[src/hw/sec_mon_pkg.sv]
// package for the security event monitor: register map, field layouts, timing
package sec_mon_pkg;

    // register byte offsets
    localparam logic [7:0] OFS_EVENT = 8'h00;
    localparam logic [7:0] OFS_REACT = 8'h04;
    localparam logic [7:0] OFS_IRQ_STATUS = 8'h08;
    localparam logic [7:0] OFS_IRQ_CLEAR = 8'h0C;
    localparam logic [7:0] OFS_IRQ_ENABLE = 8'h10;
    localparam logic [7:0] OFS_MODE = 8'h14;
    localparam logic [7:0] OFS_EXEC_ALLOW = 8'h18;
    localparam logic [7:0] OFS_PART_BASE = 8'h20;
    localparam logic [7:0] OFS_PART_SPAN = 8'h10;

    localparam int NUM_DET = 7;
    localparam int NUM_PART = 4;

    // detector bit positions
    localparam int DET_FREQ = 0;
    localparam int DET_VOLT = 1;
    localparam int DET_TEMP = 2;
    localparam int DET_LIGHT = 3;
    localparam int DET_INSUL = 4;
    localparam int DET_SHIELD = 5;
    localparam int DET_GLITCH = 6;

    // interrupt status bit positions
    localparam int IRQ_DET = 0;
    localparam int IRQ_INVALID = 1;
    localparam int IRQ_EXEC = 2;
    localparam int IRQ_PROT = 3;
    localparam int IRQ_PRIV = 4;
    localparam int NUM_IRQ = 5;

    // partition attribute bits
    localparam int ATTR_R = 0;
    localparam int ATTR_W = 1;
    localparam int ATTR_USER = 2;
    localparam int ATTR_EN = 3;

    // reset values
    localparam logic [NUM_DET-1:0] REACT_RESET = 7'h7F;
    localparam logic [NUM_IRQ-1:0] IRQ_EN_RESET = 5'h00;
    localparam logic [7:0] EXEC_ALLOW_RESET = 8'h00;
    localparam logic [15:0] PART_ADDR_RESET = 16'h0000;
    localparam logic [3:0] PART_ATTR_RESET = 4'h0;

    // filter timing: pulses shorter than this are dropped
    localparam int RST_FILT_NS = 20;
    localparam int CLK_PERIOD_NS = 4;
    localparam int RST_FILT_CYC = (RST_FILT_NS + CLK_PERIOD_NS - 1) /
        CLK_PERIOD_NS;
    // external clock high/low phase must last at least this many cycles
    localparam int EXT_CLK_MIN_CYC = 2;
    localparam int CHIP_RST_CYC = 16;

    // test password value is arbitrary
    localparam logic [31:0] TEST_PASSWORD = 32'h5A3C_96E1;

    typedef enum logic [1:0] {
        LC_LOCKED = 2'b00,
        LC_TEST = 2'b01,
        LC_NORMAL = 2'b10
    } life_type;

    typedef struct packed {
        logic valid;
        logic write;
        logic fetch;
        logic priv;
        logic [15:0] addr;
    } cpu_acc_type;

    typedef struct packed {
        logic [15:0] lo;
        logic [15:0] hi;
        logic [3:0] attr;
    } part_type;

endpackage

[src/hw/security_event_monitor.sv]
// security event monitor: detectors, pad filters, access checks, life cycle
//
// Behaviour
// - every detector event is latched into a software readable register
// - reset reaction selected: any detector event resets chip at once
// - flag reaction selected: light, insulation or shield event sets status bit, chip keeps running
// - seven detector inputs: frequency, voltage, temperature, light, ...
// - frequency, voltage, temperature or glitch fault forces reset
// - external reset and clock pads are filtered against glitches
// - shield removal or probing stops the chip: reset or fast interrupt
// - access to an invalid address raises a fast interrupt once partition 0 or 1 has attributes set
// - EEPROM fetch outside allowed regions raises a fast interrupt
// - security registers accessible only with required attributes
// - privileged or user cpu mode is the access attribute
// - all registers including protection settings take defaults at reset
// - software defines memory partitions with own protection attributes
// - prohibited accesses are trapped and never complete
// - test to normal transition is one way; test functions then locked
// - test state entered only after correct password from tester
// - functional tests like checksum allowed only in test state
// - detection and filtering cannot be disabled; only reaction chosen
//
// The address map and the AHB-Lite interface to the registers were decided locally.
`timescale 1ns/1ps

module security_event_monitor
    import sec_mon_pkg::*;
(
    // clock and reset
    input wire logic clk,
    input wire logic nrst,
    // ahb-lite slave
    input wire logic hsel,
    input wire logic [31:0] haddr,
    input wire logic [1:0] htrans,
    input wire logic hwrite,
    input wire logic [2:0] hsize,
    input wire logic [31:0] hwdata,
    input wire logic hready,
    input wire logic hprot_priv,
    output logic [31:0] hrdata,
    output logic hreadyout,
    output logic hresp,
    // detectors and pads
    input wire logic [NUM_DET-1:0] det_raw,
    input wire logic ext_rst_n_pad,
    input wire logic ext_clk_pad,
    output logic ext_rst_n_filt,
    output logic ext_clk_filt,
    // cpu access monitor
    input wire cpu_acc_type cpu_acc,
    input wire logic [7:0] eeprom_region,
    input wire logic eeprom_fetch,
    output logic cpu_abort,
    // test port
    input wire logic test_pw_valid,
    input wire logic [31:0] test_pw,
    input wire logic test_cmd_valid,
    input wire logic test_checksum_ok,
    output logic test_cmd_ok,
    output logic test_pass,
    // reactions
    output logic chip_reset_req,
    output logic fast_interrupt_request,
    output logic [1:0] life_state
);

    // two-stage synchronisers for the detector inputs and the external reset and clock pads
    logic [NUM_DET-1:0] det_s1_q, det_s2_q, det_prev_q;
    logic rst_s1_q, rst_s2_q, clk_s1_q, clk_s2_q;
    always_ff @(posedge clk or negedge nrst) begin
        if (!nrst) begin
            det_s1_q <= '0;
            det_s2_q <= '0;
            det_prev_q <= '0;
            rst_s1_q <= 1'b1;
            rst_s2_q <= 1'b1;
            clk_s1_q <= 1'b0;
            clk_s2_q <= 1'b0;
        end else begin
            det_s1_q <= det_raw;
            det_s2_q <= det_s1_q;
            det_prev_q <= det_s2_q;
            rst_s1_q <= ext_rst_n_pad;
            rst_s2_q <= rst_s1_q;
            clk_s1_q <= ext_clk_pad;
            clk_s2_q <= clk_s1_q;
        end
    end

    wire [NUM_DET-1:0] det_rise = det_s2_q & ~det_prev_q;

    // reset filter: output follows pad only after it held steady long enough
    logic [7:0] rst_cnt_q;
    always_ff @(posedge clk or negedge nrst) begin
        if (!nrst) begin
            rst_cnt_q <= '0;
            ext_rst_n_filt <= 1'b1;
        end else if (rst_s2_q == ext_rst_n_filt) begin
            rst_cnt_q <= '0;
        end else if (rst_cnt_q == 8'(RST_FILT_CYC - 1)) begin
            rst_cnt_q <= '0;
            ext_rst_n_filt <= rst_s2_q;
        end else begin
            rst_cnt_q <= rst_cnt_q + 8'h01;
        end
    end

    // clock filter: phases too short (too high a frequency) are swallowed
    logic [3:0] clk_cnt_q;
    always_ff @(posedge clk or negedge nrst) begin
        if (!nrst) begin
            clk_cnt_q <= '0;
            ext_clk_filt <= 1'b0;
        end else if (clk_s2_q == ext_clk_filt) begin
            clk_cnt_q <= '0;
        end else if (clk_cnt_q == 4'(EXT_CLK_MIN_CYC - 1)) begin
            clk_cnt_q <= '0;
            ext_clk_filt <= clk_s2_q;
        end else begin
            clk_cnt_q <= clk_cnt_q + 4'h1;
        end
    end

    // ahb address phase capture
    logic wr_pend_q, rd_pend_q;
    logic [7:0] addr_q;
    logic priv_q;
    wire take = hsel && hready && htrans[1];
    always_ff @(posedge clk or negedge nrst) begin
        if (!nrst) begin
            wr_pend_q <= 1'b0;
            rd_pend_q <= 1'b0;
            addr_q <= '0;
            priv_q <= 1'b0;
        end else if (hready) begin
            wr_pend_q <= take && hwrite;
            rd_pend_q <= take && !hwrite;
            addr_q <= haddr[7:0];
            priv_q <= hprot_priv;
        end
    end

    // only privileged accesses may touch the security registers
    wire wr_ok = wr_pend_q && priv_q;
    wire rd_ok = rd_pend_q && priv_q;
    wire priv_viol = (wr_pend_q || rd_pend_q) && !priv_q;

    function automatic logic hit(input logic [7:0] a, input logic [7:0] ofs);
        hit = (a == ofs);
    endfunction

    // reaction select and interrupt enable
    logic [NUM_DET-1:0] react_q;
    logic [NUM_IRQ-1:0] irq_en_q;
    logic [7:0] exec_allow_q;
    always_ff @(posedge clk or negedge nrst) begin
        if (!nrst) begin
            react_q <= REACT_RESET;
            irq_en_q <= IRQ_EN_RESET;
            exec_allow_q <= EXEC_ALLOW_RESET;
        end else if (wr_ok) begin
            if (hit(addr_q, OFS_REACT)) react_q <= hwdata[NUM_DET-1:0];
            if (hit(addr_q, OFS_IRQ_ENABLE)) irq_en_q <= hwdata[NUM_IRQ-1:0];
            if (hit(addr_q, OFS_EXEC_ALLOW)) exec_allow_q <= hwdata[7:0];
        end
    end

    // partitions: lo, hi, attr words per entry
    part_type part_q [NUM_PART];
    genvar gi;
    generate
        for (gi = 0; gi < NUM_PART; gi++) begin : g_part
            localparam logic [7:0] BASE = 8'(OFS_PART_BASE + gi * OFS_PART_SPAN);
            always_ff @(posedge clk or negedge nrst) begin
                if (!nrst) begin
                    part_q[gi] <= '{PART_ADDR_RESET, PART_ADDR_RESET,
                                    PART_ATTR_RESET};
                end else if (wr_ok) begin
                    if (hit(addr_q, BASE)) part_q[gi].lo <= hwdata[15:0];
                    if (hit(addr_q, BASE + 8'h04))
                        part_q[gi].hi <= hwdata[15:0];
                    if (hit(addr_q, BASE + 8'h08))
                        part_q[gi].attr <= hwdata[3:0];
                end
            end
        end
    endgenerate

    // memory protection check on every cpu access
    logic prot_hit, prot_ok;
    always_comb begin
        prot_hit = 1'b0;
        prot_ok = 1'b0;
        for (int i = 0; i < NUM_PART; i++) begin
            if (part_q[i].attr[ATTR_EN] && cpu_acc.addr >= part_q[i].lo &&
                cpu_acc.addr <= part_q[i].hi) begin
                prot_hit = 1'b1;
                if ((cpu_acc.priv || part_q[i].attr[ATTR_USER]) &&
                    (cpu_acc.write ? part_q[i].attr[ATTR_W]
                                   : part_q[i].attr[ATTR_R]))
                    prot_ok = 1'b1;
            end
        end
    end

    wire prot_viol = cpu_acc.valid && prot_hit && !prot_ok;
    // unmapped partition space counts as an invalid address once partition 0 or 1 has any attr bit set
    wire inv_addr = cpu_acc.valid && !prot_hit &&
        (|part_q[0].attr || |part_q[1].attr) ;
    wire exec_viol = cpu_acc.valid && cpu_acc.fetch && eeprom_fetch &&
        !exec_allow_q[eeprom_region[2:0]];

    always_ff @(posedge clk or negedge nrst) begin
        if (!nrst) cpu_abort <= 1'b0;
        else cpu_abort <= prot_viol || inv_addr || exec_viol;
    end

    // detector event record: hardware set wins over software clear
    logic [NUM_DET-1:0] event_q;
    wire ev_clr = wr_ok && hit(addr_q, OFS_EVENT);
    always_ff @(posedge clk or negedge nrst) begin
        if (!nrst) event_q <= '0;
        else event_q <= (event_q & ~(ev_clr ? hwdata[NUM_DET-1:0] : '0))
            | det_rise;
    end

    // environmental faults always reset; others follow the reaction select
    localparam logic [NUM_DET-1:0] ENV_MASK = NUM_DET'((1 << DET_FREQ) |
        (1 << DET_VOLT) | (1 << DET_TEMP) | (1 << DET_GLITCH));
    wire [NUM_DET-1:0] rst_cause = det_rise & (react_q | ENV_MASK);
    wire [NUM_DET-1:0] flag_cause = det_rise & ~(react_q | ENV_MASK);

    // chip reset request stretched so reset logic sees it
    logic [4:0] crst_cnt_q;
    always_ff @(posedge clk or negedge nrst) begin
        if (!nrst) begin
            crst_cnt_q <= '0;
            chip_reset_req <= 1'b0;
        end else if (|rst_cause) begin
            crst_cnt_q <= 5'(CHIP_RST_CYC - 1);
            chip_reset_req <= 1'b1;
        end else if (crst_cnt_q != 5'h00) begin
            crst_cnt_q <= crst_cnt_q - 5'h01;
        end else begin
            chip_reset_req <= 1'b0;
        end
    end

    // sticky interrupt status
    logic [NUM_IRQ-1:0] irq_st_q, irq_set;
    wire irq_clr = wr_ok && hit(addr_q, OFS_IRQ_CLEAR);
    always_comb begin
        irq_set = '0;
        irq_set[IRQ_DET] = |flag_cause;
        irq_set[IRQ_INVALID] = inv_addr;
        irq_set[IRQ_EXEC] = exec_viol;
        irq_set[IRQ_PROT] = prot_viol;
        irq_set[IRQ_PRIV] = priv_viol;
    end
    always_ff @(posedge clk or negedge nrst) begin
        if (!nrst) irq_st_q <= '0;
        else irq_st_q <= (irq_st_q & ~(irq_clr ? hwdata[NUM_IRQ-1:0] : '0))
            | irq_set;
    end

    always_ff @(posedge clk or negedge nrst) begin
        if (!nrst) fast_interrupt_request <= 1'b0;
        else fast_interrupt_request <= |(irq_st_q & irq_en_q);
    end

    // life cycle: locked -> test (password) -> normal, never back
    life_type life_q;
    wire go_normal = wr_ok && hit(addr_q, OFS_MODE) && hwdata[0];
    always_ff @(posedge clk or negedge nrst) begin
        if (!nrst) begin
            life_q <= LC_LOCKED;
        end else begin
            case (life_q)
                LC_LOCKED: begin
                    if (test_pw_valid && test_pw == TEST_PASSWORD)
                        life_q <= LC_TEST;
                    else if (go_normal)
                        life_q <= LC_NORMAL;
                end
                LC_TEST: begin
                    if (go_normal) life_q <= LC_NORMAL;
                end
                LC_NORMAL: life_q <= LC_NORMAL;
                default: life_q <= LC_NORMAL;
            endcase
        end
    end

    always_ff @(posedge clk or negedge nrst) begin
        if (!nrst) begin
            test_cmd_ok <= 1'b0;
            test_pass <= 1'b0;
            life_state <= LC_LOCKED;
        end else begin
            life_state <= life_q;
            test_cmd_ok <= test_cmd_valid && life_q == LC_TEST;
            test_pass <= test_cmd_valid && life_q == LC_TEST &&
                test_checksum_ok;
        end
    end

    // read data mux
    logic [31:0] rd_d;
    always_comb begin
        rd_d = 32'h0000_0000;
        if (hit(addr_q, OFS_EVENT)) rd_d[NUM_DET-1:0] = event_q;
        if (hit(addr_q, OFS_REACT)) rd_d[NUM_DET-1:0] = react_q;
        if (hit(addr_q, OFS_IRQ_STATUS)) rd_d[NUM_IRQ-1:0] = irq_st_q;
        if (hit(addr_q, OFS_IRQ_ENABLE)) rd_d[NUM_IRQ-1:0] = irq_en_q;
        if (hit(addr_q, OFS_MODE)) rd_d[1:0] = life_q;
        if (hit(addr_q, OFS_EXEC_ALLOW)) rd_d[7:0] = exec_allow_q;
        for (int i = 0; i < NUM_PART; i++) begin
            if (hit(addr_q, 8'(OFS_PART_BASE + i * OFS_PART_SPAN)))
                rd_d[15:0] = part_q[i].lo;
            if (hit(addr_q, 8'(OFS_PART_BASE + i * OFS_PART_SPAN + 4)))
                rd_d[15:0] = part_q[i].hi;
            if (hit(addr_q, 8'(OFS_PART_BASE + i * OFS_PART_SPAN + 8)))
                rd_d[3:0] = part_q[i].attr;
        end
    end

    // read data is registered, so reads take one wait state
    logic rd_wait_q;
    always_ff @(posedge clk or negedge nrst) begin
        if (!nrst) begin
            rd_wait_q <= 1'b0;
            hrdata <= '0;
            hreadyout <= 1'b1;
            hresp <= 1'b0;
        end else begin
            hresp <= 1'b0;
            if (rd_pend_q && !rd_wait_q) begin
                rd_wait_q <= 1'b1;
                hreadyout <= 1'b1;
                hrdata <= rd_ok ? rd_d : 32'h0000_0000;
            end else begin
                rd_wait_q <= 1'b0;
                hreadyout <= !(take && !hwrite);
            end
        end
    end

endmodule

[config.mk]
export PLATFORM = sky130hd
export DESIGN_NAME = security_event_monitor
export DESIGN_NICKNAME = d
export VERILOG_FILES = /design/src/hw/sec_mon_pkg.sv /design/src/hw/security_event_monitor.sv
export SDC_FILE = /design/constraint.sdc
export NUM_CORES = 1
export LEC_CHECK = 0
export BUFFER_PORTS_ARGS = -buffer_cell sky130_fd_sc_hd__buf_4
export CORE_UTILIZATION = 45
export CTS_CLUSTER_SIZE = 14
export DETAILED_ROUTE_END_ITERATION = 8
export GPL_ROUTABILITY_DRIVEN = 0
export PLACE_DENSITY = 0.75
export RECOVER_POWER = 25
export SLEW_MARGIN = 15
export SYNTH_ARGS = -nofsm -noshare
export SYNTH_HDL_FRONTEND = slang
export SYNTH_SLANG_ARGS = --single-unit
export TNS_END_PERCENT = 5
[constraint.sdc]
create_clock -name clk -period 3.3 [get_ports clk]
set_input_delay 0.165 -clock clk [delete_from_list [all_inputs] [get_ports clk]]
set_output_delay 0.165 -clock clk [all_outputs]
set_load 0.02 [all_outputs]
After elaboration in Yosys (flattened, before gate mapping)
Cells that the tools add are included.
{"block": "word_totals", "mem_count": 0, "latchBits": 0, "reg_bits": 274, "output_inout_bits": 43, "mem_bits_rw": 0, "romBits": 0, "in_bits": 148, "wordCells": 221}
{"block": "classes", "n_mul": 0, "n_bitwise": 14, "n_lt_le_gt_ge": 9, "n_addsub": 3, "eq_ne": 25, "n_div": 0, "n_reduce_logical": 75, "n_shift": 0, "muxes": 52}
{"op": "$mux W16", "n": 9}
{"op": "$ge A16 B16 Y1", "n": 4}
{"op": "$le A16 B16 Y1", "n": 4}
{"op": "$eq A8 B6 Y1 const B", "n": 6}
{"op": "$eq A8 B7 Y1 const B", "n": 6}
{"op": "$logic_and A1 B1 Y1", "n": 34}
{"op": "$reduce_and A2 Y1", "n": 17}
{"op": "$eq A32 B31 Y1 const B", "n": 1}
{"op": "$and A7 B7 Y7", "n": 4}
{"op": "$mux W5", "n": 5}
{"op": "$eq A8 B5 Y1 const B", "n": 3}
{"op": "$mux W4", "n": 6}
{"op": "$mux W8", "n": 3}
{"op": "$mux W1", "n": 21}
{"op": "$mux W7", "n": 3}
{"op": "$not A7 Y7", "n": 3}
{"op": "$eq A8 B3 Y1 const B", "n": 2}
{"op": "$eq A8 B4 Y1 const B", "n": 2}
{"op": "$reduce_or A7 Y1", "n": 2}
{"op": "$and A5 B5 Y5", "n": 2}
{"op": "$add A8 B1 Y8 const B", "n": 1}
{"op": "$logic_not A8 Y1", "n": 1}
{"op": "$logic_or A1 B1 Y1", "n": 8}
{"op": "$reduce_or A4 Y1", "n": 2}
{"op": "other kinds (19)", "n": 29}

Longest topological paths before layout
Gate-level depths: netlist (run 1).
{"block": "depth", "word_depth": 20, "mapped_depth": 10, "ltp_nobuf": 10}

Worst setup path after synthesis (run 1)
Ideal clock, no wire load.
{"block": "synth_path", "kind": "register -> register", "startpoint": "register part_q[43] (netlist name)", "endpoint": "register cpu_abort", "required_ns": 3.168, "path_stages_with_launch": 11, "t_arrival_ns": 2.201, "path_slack_ns": 0.967, "setup_ns": 0.132, "period_less_slack_ns": 2.333, "n_path_buf": 0, "cell_sequence": "dfrtp_1 -> inv_1 -> ha_1 -> a21oi_1 -> a31oi_1 -> o31a_1 -> a2111oi_0 -> o211ai_1 -> or3_1 -> nand4_1 -> o211ai_1"}
{"block": "synth_via", "elab_chain_len": 9, "elab_cells_between_ends": 15, "classes_between": "1 x order compare; 5 x mux; 9 x reduce/logical"}
{"element": "start: declaration", "line_no": "security_event_monitor.sv:170", "text": "part_type part_q [NUM_PART];"}
{"element": "start signal: indexed assignment", "line_no": "security_event_monitor.sv:177", "text": "part_q[gi] <= '{PART_ADDR_RESET, PART_ADDR_RESET,"}
{"element": "$le A16 B16 Y1 *", "line_no": "security_event_monitor.sv:197", "text": "cpu_acc.addr <= part_q[i].hi) begin"}
{"element": "$logic_and A1 B1 Y1 *", "line_no": "security_event_monitor.sv:196", "text": "if (part_q[i].attr[ATTR_EN] && cpu_acc.addr >= part_q[i].lo &&"}
{"element": "$mux W1", "line_no": "security_event_monitor.sv:196"}
{"element": "$mux W1 (on tied branches)", "line_no": "security_event_monitor.sv:199, security_event_monitor.sv:196"}
{"element": "$mux W1 or $logic_not A1 Y1 (tied branches)", "line_no": "security_event_monitor.sv:196, security_event_monitor.sv:209"}
{"element": "$logic_not A1 Y1 or $logic_and A1 B1 Y1 (tied branches)", "line_no": "security_event_monitor.sv:207, security_event_monitor.sv:209"}
{"element": "$logic_and A1 B1 Y1 (on tied branches)", "line_no": "security_event_monitor.sv:207, security_event_monitor.sv:209"}
{"element": "$logic_or A1 B1 Y1 * (2 in series)", "line_no": "security_event_monitor.sv:216", "text": "else cpu_abort <= prot_viol || inv_addr || exec_viol;"}
{"element": "end signal: assignment", "line_no": "security_event_monitor.sv:216"}
{"element": "end: declaration", "line_no": "security_event_monitor.sv:54", "text": "output logic cpu_abort,"}
Mark *: on every way between the ends. The rest lies on a longest branch, timed or not.
A chain may end at the register's enable or synchronous reset.

Worst setup path after layout (run 1)
{"block": "layout_path", "startpoint": "register addr_q[4]", "endpoint": "register part_q[124] (netlist name)"}
{"block": "layout_via", "elab_chain_len": 2}
{"element": "start: declaration", "line_no": "security_event_monitor.sv:127", "text": "logic [7:0] addr_q;"}
{"element": "start signal: assignment", "line_no": "security_event_monitor.sv:139", "text": "addr_q <= haddr[7:0];"}
{"element": "$eq A8 B6 Y1", "line_no": "security_event_monitor.sv:150", "text": "hit = (a == ofs);"}
{"element": "$reduce_and A2 Y1 (no source line)"}
Every way passes these cells.

==> results of run 1 <==
[metrics by stage]
step / power [mW] / hold WS (ns) / area (um^2) / cells / util (%)
global route: 8.68 / 0.0287 / 17600 / 1961 / 55.6
CTS: 8.40 / 0.00291 / 17600 / 1961 / 55.6
global placement: 4.67 / 0.226 / 16000 / 1856 / 50.5
detailed placement: 4.72 / 0.229 / 16000 / 1856 / 50.5
finish: 8.38 / 0.00690 / 17600 / 1961 / 55.6
floorplan: 4.23 / -0.131 / 14700 / 1357 / -
[cell families after synthesis]
group                    count (synthesis)
flip-flops                             258
multiplexers                           184
other                                    1
AND/OR/NAND/NOR                        278
buffers and inverters                  193
adder cells (fa/ha/maj)                134
AO/OA/AOI/OAI                          281
XOR/XNOR                                12
[per-layer routing]
metal,vias to the layer above,global-route usage (%),wire length [um]
met1,5816,33.8,17500
met5,-,0,0
met2,530,41.8,19800
met4,0,10.9,1840
met3,111,3.47,3100
li1,5239,-,-
[cell usage after synthesis (all sizes together), types with 3 or more instances]
cell	number	area [um^2]
a22o	9	78.8
a21oi	57	285
a21o	22	165
nor2	49	233
a222oi	5	50.1
a2111oi	5	56.3
and2	4	25.0
a221oi	12	105
nor4	10	92.6
or4	3	22.5
a31oi	15	93.8
o21ai	58	290
dfstp	11	289
mux2	180	2030
nor3	8	40.0
nor2b	16	100
buf	37	236
xor2	8	70.1
ha	134	1680
a22oi	24	180
a2111o	4	45.0
o21a	5	37.5
and3	9	56.3
o211ai	14	105
nand2b	8	50.1
a211oi	7	52.6
a211o	8	70.1
xnor2	4	35.0
o221ai	8	70.1
nand4	25	156
or3	4	25.0
dfrtp	247	6180
nand2	93	357
nand4b	3	26.3
clkbuf	21	78.8
a21boi	4	30.0
nand3	26	130
inv	135	507
o22ai	10	62.6
nor4bb	3	30.0
nor4b	8	82.6
[critical path, cell delays in order (launching register included)]
cell and delay, ns:
sky130_fd_sc_hd__dfrtp_1 0.51, sky130_fd_sc_hd__nor4b_2 0.34, sky130_fd_sc_hd__buf_4 0.22, sky130_fd_sc_hd__and3_1 0.46, sky130_fd_sc_hd__nand2_1 0.71, sky130_fd_sc_hd__mux2_2 0.51
[state kept, by name, indices dropped and copies added, names as in the netlist, 7 cells and up]
signal	cells
addr_q	8
det_prev_q	7
det_s1_q	7
det_s2_q	7
event_q	7
exec_allow_q	8
hrdata	16
part_q	144
react_q	7
rst_cnt_q	8
[cells in the final DEF (no fill, tap or decap), types with 5 or more instances in the layout]
cell and instances:
sky130_fd_sc_hd__dfrtp_1 247, sky130_fd_sc_hd__mux2_2 180, sky130_fd_sc_hd__buf_4 142, sky130_fd_sc_hd__inv_1 135, sky130_fd_sc_hd__ha_1 134, sky130_fd_sc_hd__nand2_1 90
sky130_fd_sc_hd__a21oi_1 57, sky130_fd_sc_hd__o21ai_0 54, sky130_fd_sc_hd__dlygate4sd3_1 53, sky130_fd_sc_hd__nor2_1 43, sky130_fd_sc_hd__clkbuf_16 29, sky130_fd_sc_hd__nand3_1 26
sky130_fd_sc_hd__nand4_1 25, sky130_fd_sc_hd__a22oi_1 24, sky130_fd_sc_hd__a21o_1 22, sky130_fd_sc_hd__conb_1 17, sky130_fd_sc_hd__nor2b_1 16, sky130_fd_sc_hd__a31oi_1 15
sky130_fd_sc_hd__o211ai_1 14, sky130_fd_sc_hd__a221oi_1 12, sky130_fd_sc_hd__dfstp_2 11, sky130_fd_sc_hd__o22ai_1 10, sky130_fd_sc_hd__clkbuf_4 10, sky130_fd_sc_hd__and3_1 9
sky130_fd_sc_hd__a22o_1 9, sky130_fd_sc_hd__nor3_1 8, sky130_fd_sc_hd__nor4_1 8, sky130_fd_sc_hd__a211o_1 8, sky130_fd_sc_hd__nand2b_1 8, sky130_fd_sc_hd__o221ai_1 8
sky130_fd_sc_hd__xor2_1 8, sky130_fd_sc_hd__a211oi_1 7, sky130_fd_sc_hd__bufinv_16 7, sky130_fd_sc_hd__clkbuf_8 7, sky130_fd_sc_hd__nor4b_1 5, sky130_fd_sc_hd__o21a_1 5
sky130_fd_sc_hd__a222oi_1 5
[final cells by class]
type	instances	share of cell area (%)
Multi-Input combinational cell	906	41.8
Inverter	135	2.87
Clock buffer	39	4.73
Tap cell	402	2.85
Sequential cell	258	36.7
Timing Repair Buffer	208	9.65
Clock inverter	13	1.40
[worst max-delay path by stage]
stage / cells after the start / from / slack, ns / end
CTS: 5 / addr_q[4]$_DFFE_PN0P_ / 0.52 / part_q[122]$_DFFE_PN0P_
global placement: 11 / cpu_acc[0] / 0.56 / cpu_abort$_DFF_PN0_
detailed placement: 10 / part_q[11]$_DFFE_PN0P_ / 0.55 / cpu_abort$_DFF_PN0_
finish: 5 / addr_q[4]$_DFFE_PN0P_ / 0.42 / part_q[124]$_DFFE_PN0P_
global route: 3 / nrst / 0.36 / part_q[16]$_DFFE_PN0P_
floorplan: 10 / part_q[43]$_DFFE_PN0P_ / 0.97 / cpu_abort$_DFF_PN0_
[power groups by stage]
stage	combinational (mW)	clock (mW)	sequential, mW
3_3_place_gp	1.08	0	3.58
2_1_floorplan	0.672	0	3.56
6_report	1.19	3.64	3.55
3_5_place_dp	1.13	0	3.60
4_1_cts	1.19	3.67	3.54
5_1_grt	1.32	3.80	3.57
[timing repair]
item | in CTS | in global routing
endpoints found under the hold margin | 208 | 0
hold buffers | 53 | 0
resized for setup | 0 | 0
==> impl_metrics.sql, run 1 <==
INSERT INTO impl_metrics (metric_group, metric, value, unit) VALUES
('logic_synthesis', 'number_of_enable_flip_flop_cells_after_synthesis', '0', ''),
('finish', 'layout.nets', '1819', ''),
('sta', 'relSlewSlack', '-58.4', '%'),
('worst_setup_path', 'end_kind', 'flop', ''),
('logic_synthesis', 'synth-async-reset-ratio', '100', '%'),
('grt', 'grt_antenna_before_repair', '0', ''),
('logic_synthesis', 'synthesis.area_per_instance', '10.9', 'um^2'),
('placed_design', 'dp.final_hpwl', '30000', 'um'),
('grt', 'grtUsageTotal', '25.4', '%'),
('sta', 'timing.final.ws_setup', '0.420', 'ns'),
('worst_setup_path', 'setup.reg_to_reg.worst_slack', '0.42', 'ns'),
('routing', 'post_drt_wl_per_cell', '21.6', 'um'),
('finish', 'register_area', '6470', 'um^2'),
('die', 'starting_utilization_of_the_core_area', '46.0', '%'),
('logic_synthesis', 'synth_cell_types', '71', ''),
('sta', 'timing_max_transition_violations_final', '89', ''),
('logic_synthesis', 'synth-xor-area-share', '0.720', '%'),
('run_status', 'violations', 'capacitance limit, slew limit', ''),
('sta', 'final-hold-violation-count', '0', ''),
('routing', 'vias_per_cell', '5.96', ''),
('finish', 'final_layout_size_suffix_gt1_share', '26.6', '%'),
('sta', 'finalWorstPathRequiredPeriod', '2.88', 'ns'),
('sta', 'timing.final.setup_violations', '0', ''),
('logic_synthesis', 'synth-simple-area-share', '10.4', '%'),
('clock_network', 'clock_sink_count', '258', ''),
('logic_synthesis', 'synth_compound_area_share', '13.1', '%'),
('min_path', 'end_of_the_worst_hold_path', 'life_q[1]$_DFF_PN0_', ''),
('die', 'dieArea', '33200', 'um^2'),
('finish', 'area_growth', '20.8', '%'),
('clock_network', 'postCtsSetupRepairBufs', '0', ''),
('worst_setup_path', 'setup.worst_path.start_class', 'flop', ''),
('clock_network', 'clock_insertion_delay_worst_skew', '0.55', 'ns'),
('grt', 'grt_pass1_vias', '11800', ''),
('sta', 'grt_setup_unrepaired', 'no', ''),
('logic_synthesis', 'postSynth.topFlopCell', 'sky130_fd_sc_hd__dfrtp_1', ''),
('grt', 'grt_remaining_overflow', '0', ''),
('worst_setup_path', 'end_of_the_worst_register_to_register_path', 'part_q[124]$_DFFE_PN0P_', ''),
('worst_setup_path', 'r2r.worst_path.cells', '5', ''),
('placed_design', 'portBuffers', '124', ''),
('clock_network', 'cts.htree.levels', '1', ''),
('clock_network', 'tritoncts', 'done', ''),
('worst_setup_path', 'worst-setup-path-type', 'reg2reg', ''),
('logic_synthesis', 'synth_area_in_adders', '11.5', '%'),
('run_status', 'run_status', 'finished, violations left', ''),
('die', 'floorplan.core_area', '31700', 'um^2'),
('routing', 'drt_first_pass_iters', '5', ''),
('logic_synthesis', 'yosys_register_bits', '258', ''),
('logic_synthesis', 'main_combinational_cell_family_by_area_after_synthesis', 'multiplexers', ''),
('finish', 'multi_input_comb_area', '7370', 'um^2'),
('grt', 'maximum_number_of_pins_on_one_net_before_global_route_repair', '90', ''),
('routing', 'drc', '0', ''),
('die', 'die-height', '182', 'um'),
('power_and_ir_drop', 'internal_power', '6.20', 'mW'),
('worst_setup_path', 'worstPathArrival', '3.31', 'ns'),
('min_path', 'min_from', 'test_pw[8]', ''),
('worst_setup_path', 'path_max_fanout', '16', ''),
('sta', 'final.setup_skew', '0.0114', 'ns'),
('sta', 'totalNegativeSetupSlack', '0', 'ns'),
('grt', 'grt_first_pass_wirelength', '65600', 'um'),
('die', 'std_cell_rows', '65', ''),
('logic_synthesis', 'synth_area', '14600', 'um^2'),
('power_and_ir_drop', 'clock_power_share', '43.5', '%'),
('sta', 'maxClockFrequency', '347', 'MHz'),
('flow_run', 'max_cap_viol_count', '1', ''),
('routing', 'ant_nets', '0', ''),
('power_and_ir_drop', 'switching_share', '26.0', '%'),
('min_path', 'worst_hold_path_type', 'in2reg', ''),
('power_and_ir_drop', 'ir_drop', '0.430', 'mV'),
('power_and_ir_drop', 'power.static_leakage', '8.19', 'nW'),
('sta', 'fin_crit_sh', '87.3', '%'),
('power_and_ir_drop', 'pwr-share-seq', '42.3', '%');
Power figures use the tool's default switching activity.
==> run 2: changes to the inputs <==
==> constraint.sdc (replaced) <==
create_clock -name clk -period 3.31 [get_ports clk]
set_input_delay 0.1655 -clock clk [delete_from_list [all_inputs] [get_ports clk]]
set_output_delay 0.1655 -clock clk [all_outputs]
set_load 0.02 [all_outputs]
==> impl_metrics.sql, run 2 (synthesized netlist as in run 1, its figures left out) <==
INSERT INTO impl_metrics (metric_group, metric, value, unit) VALUES
('run_status', 'run_status', 'finished, violations left', ''),
('clock_network', 'clock_sink_count', '258', ''),
('routing', 'post_drt_wl_per_cell', '21.5', 'um'),
('worst_setup_path', 'cp.buffers_inverters', '1', ''),
('min_path', 'worst_hold_path_type', 'in2reg', ''),
('sta', 'grt_setup_unrepaired', 'no', ''),
('die', 'die-height', '182', 'um'),
('routing', 'drt_first_pass_iters', '9', ''),
('clock_network', 'clock_insertion_delay_worst_skew', '0.55', 'ns'),
('routing', 'met2_length', '19800', 'um'),
('worst_setup_path', 'path_max_fanout', '3', ''),
('power_and_ir_drop', 'power_density', '457', 'nW/um^2'),
('finish', 'largest_reg_flops', '144', ''),
('finish', 'layout.nets', '1808', ''),
('die', 'design.portCount', '191', ''),
('routing', 'routed_wirelength', '42000', 'um'),
('sta', 'timing.final.setup_violations', '0', ''),
('die', 'std_cell_rows', '65', ''),
('grt', 'grtUsageTotal', '25.3', '%'),
('routing', 'ant_nets', '0', ''),
('die', 'dieWidth', '182', 'um'),
('sta', 'final-hold-violation-count', '1', ''),
('sta', 'holdWs', '-0.00488', 'ns'),
('power_and_ir_drop', 'pwr-share-seq', '44.5', '%'),
('grt', 'grt_first_pass_wirelength', '64900', 'um'),
('sta', 'timing.final.ws_setup', '0.493', 'ns'),
('worst_setup_path', 'end_kind', 'flop', ''),
('worst_setup_path', 'worst-setup-path-type', 'reg2reg', ''),
('sta', 'totalNegativeSetupSlack', '0', 'ns'),
('worst_setup_path', 'critical-path-max-stage-delay', '0.50', 'ns'),
('sta', 'timing_max_transition_violations_final', '92', ''),
('sta', 'relSlewSlack', '-64.6', '%'),
('die', 'dieArea', '33200', 'um^2'),
('clock_network', 'cts_repair_resize_count', '0', ''),
('routing', 'routed-wl-met3', '3200', 'um'),
('power_and_ir_drop', 'power_switching', '2.13', 'mW'),
('power_and_ir_drop', 'power.static_leakage', '8.08', 'nW'),
('sta', 'maxClockFrequency', '355', 'MHz'),
('flow_run', 'max_cap_viol_count', '1', ''),
('finish', 'final_layout_size_suffix_gt1_share', '26.6', '%'),
('sta', 'worst_slew_pin_slew', '2.47', 'ns'),
('grt', 'grt_antenna_before_repair', '1', ''),
('routing', 'm1WireLength', '17400', 'um'),
('worst_setup_path', 'setup.worst_path.start_class', 'flop', ''),
('placed_design', 'portBuffers', '124', ''),
('run_status', 'violations', 'hold timing, capacitance limit, slew limit', ''),
('clock_network', 'cts_buffers', '28', ''),
('finish', 'regMostFlops', 'part_q', ''),
('worst_setup_path', 'critPathTopFamily', 'simple AND/OR/NAND/NOR gates', ''),
('worst_setup_path', 'critical-path-slowest-cell', 'sky130_fd_sc_hd__nor4_1', ''),
('routing', 'first_iter_violations', '961', ''),
('placed_design', 'detailedPlace.worstSlack', '0.485', 'ns'),
('routing', 'total_via_count_in_the_routed_design', '11600', ''),
('finish', 'top_regs', 'part_q (144), hrdata (16)', ''),
('power_and_ir_drop', 'clock_power_share', '40.7', '%'),
('power_and_ir_drop', 'switching_share', '26.8', '%'),
('power_and_ir_drop', 'power.combinational.fraction', '14.8', '%'),
('worst_setup_path', 'worstPathArrival', '3.24', 'ns'),
('clock_network', 'cts-root-to-sink-buffers', '3', ''),
('finish', 'top_library_cells_by_usage_in_the_layout_fill_and_taps_aside', 'sky130_fd_sc_hd__dfrtp_1, sky130_fd_sc_hd__mux2_2, sky130_fd_sc_hd__buf_4', ''),
('finish', 'area_growth', '19.2', '%'),
('grt', 'grt_pass1_vias', '11700', ''),
('worst_setup_path', 'cp_data_required_time', '3.73', 'ns'),
('die', 'starting_utilization_of_the_core_area', '46.0', '%'),
('sta', 'fin_crit_sh', '85.1', '%'),
('routing', 'drc', '0', ''),
('worst_setup_path', 'path_cells', 'inv_1 > ha_1 > nand4_1 > nor4_1 > a21boi_0 > nor4_1 > o211ai_1 > nand4b_1 > nand4_1 > o211ai_1', ''),
('grt', 'maximum_number_of_pins_on_one_net_before_global_route_repair', '93', ''),
('die', 'floorplan.core_area', '31700', 'um^2'),
('finish', 'layout.cells.most_common', 'sky130_fd_sc_hd__dfrtp_1', ''),
('placed_design', 'dp.final_hpwl', '30000', 'um'),
('clock_network', 'cts.htree.levels', '1', ''),
('power_and_ir_drop', 'ir_drop', '0.432', 'mV'),
('power_and_ir_drop', 'internal_power', '5.82', 'mW'),
('grt', 'grt_remaining_overflow', '0', ''),
('routing', 'topRoutingLayerUsed', 'met4', ''),
('sta', 'final.setup_skew', '0.00812', 'ns'),
('routing', 'vias_per_cell', '5.93', ''),
('clock_network', 'worst_setup_hold_path_clk_slew', '0.06', 'ns'),
('clock_network', 'tritoncts', 'done', ''),
('sta', 'finalWorstPathRequiredPeriod', '2.82', 'ns'),
('clock_network', 'clock_tree.root_cell', 'sky130_fd_sc_hd__clkbuf_16', '');
## run 2: changes by cell type in the layout (fill, tap and decap cells not counted)
cell,previous run,this run
sky130_fd_sc_hd__bufinv_16,7,3
sky130_fd_sc_hd__clkbuf_1,3,5
sky130_fd_sc_hd__clkbuf_8,7,5
sky130_fd_sc_hd__clkinv_2,4,8
sky130_fd_sc_hd__clkinv_4,1,0
sky130_fd_sc_hd__diode_2,0,1
sky130_fd_sc_hd__dlygate4sd3_1,53,42
## run 2: metal layers
layer | vias to the layer above | track usage, %
met4 | 0 | 9.82
met5 | - | 0
met2 | 542 | 41.6
li1 | 5216 | -
met1 | 5695 | 33.5
met3 | 120 | 4.33
## run 2: cell type report
cell class | instances | area, um^2
inverter | 135 | 507
clock inverter | 12 | 138
multi-input combinational | 906 | 7370
clock buffer | 39 | 813
sequential | 258 | 6470
timing repair buffer | 197 | 1590
fill | 2666 | 14300
antenna | 1 | 2.50
tap | 402 | 503
## run 2: metrics by stage
step	instance area, um^2	utilization, %	power, mW	hold slack (ns)	instances
after floorplan	14700	-	4.22	-0.130	1357
after global placement	16000	50.5	4.65	0.234	1856
after global routing	17400	54.8	8.25	0.0188	1949
final	17400	54.8	7.94	-0.00488	1950
after detailed placement	16000	50.5	4.71	0.239	1856
after CTS	17400	54.9	7.96	0.00377	1949
## run 2: power by group through the flow
| stage | combinational (mW) | sequential (mW) | clock [mW] |
|---|---|---|---|
| final | 1.18 | 3.54 | 3.23 |
| after global routing | 1.30 | 3.56 | 3.39 |
| after CTS | 1.17 | 3.53 | 3.25 |
| after detailed placement | 1.12 | 3.59 | 0 |
| after global placement | 1.08 | 3.57 | 0 |
| after floorplan | 0.670 | 3.55 | 0 |
## run 2: what timing repair did
item                       4_1_cts  5_1_grt
buffers inserted                 0        0
setup endpoints to repair        0        0
hold buffers                    42        0
hold endpoints to repair       193        0
## run 2: worst reg2reg max path, stage by stage, from the launching register on
cell                       delay [ns]
sky130_fd_sc_hd__dfrtp_1         0.37
sky130_fd_sc_hd__inv_1           0.05
sky130_fd_sc_hd__ha_1            0.31
sky130_fd_sc_hd__nand4_1         0.21
sky130_fd_sc_hd__nor4_1          0.50
sky130_fd_sc_hd__a21boi_0        0.28
sky130_fd_sc_hd__nor4_1          0.08
sky130_fd_sc_hd__o211ai_1        0.38
sky130_fd_sc_hd__nand4b_1        0.24
sky130_fd_sc_hd__nand4_1         0.17
sky130_fd_sc_hd__o211ai_1        0.11
## run 2: worst paths after layout
kind                                         from                        to  slack [ns]  cells after the start
max in group asynchronous                    nrst  ext_clk_filt$_DFFE_PN0P_        0.83                      3
min                                  eeprom_fetch       cpu_abort$_DFF_PN0_      -0.005                      3
max                        part_q[11]$_DFFE_PN0P_       cpu_abort$_DFF_PN0_        0.49                     10
min in group asynchronous                    nrst   det_prev_q[4]$_DFF_PN0_        0.90                      2
min reg2reg                 det_s1_q[1]$_DFF_PN0_     det_s2_q[1]$_DFF_PN0_        0.35                      0
max reg2reg                part_q[11]$_DFFE_PN0P_       cpu_abort$_DFF_PN0_        0.49                     10
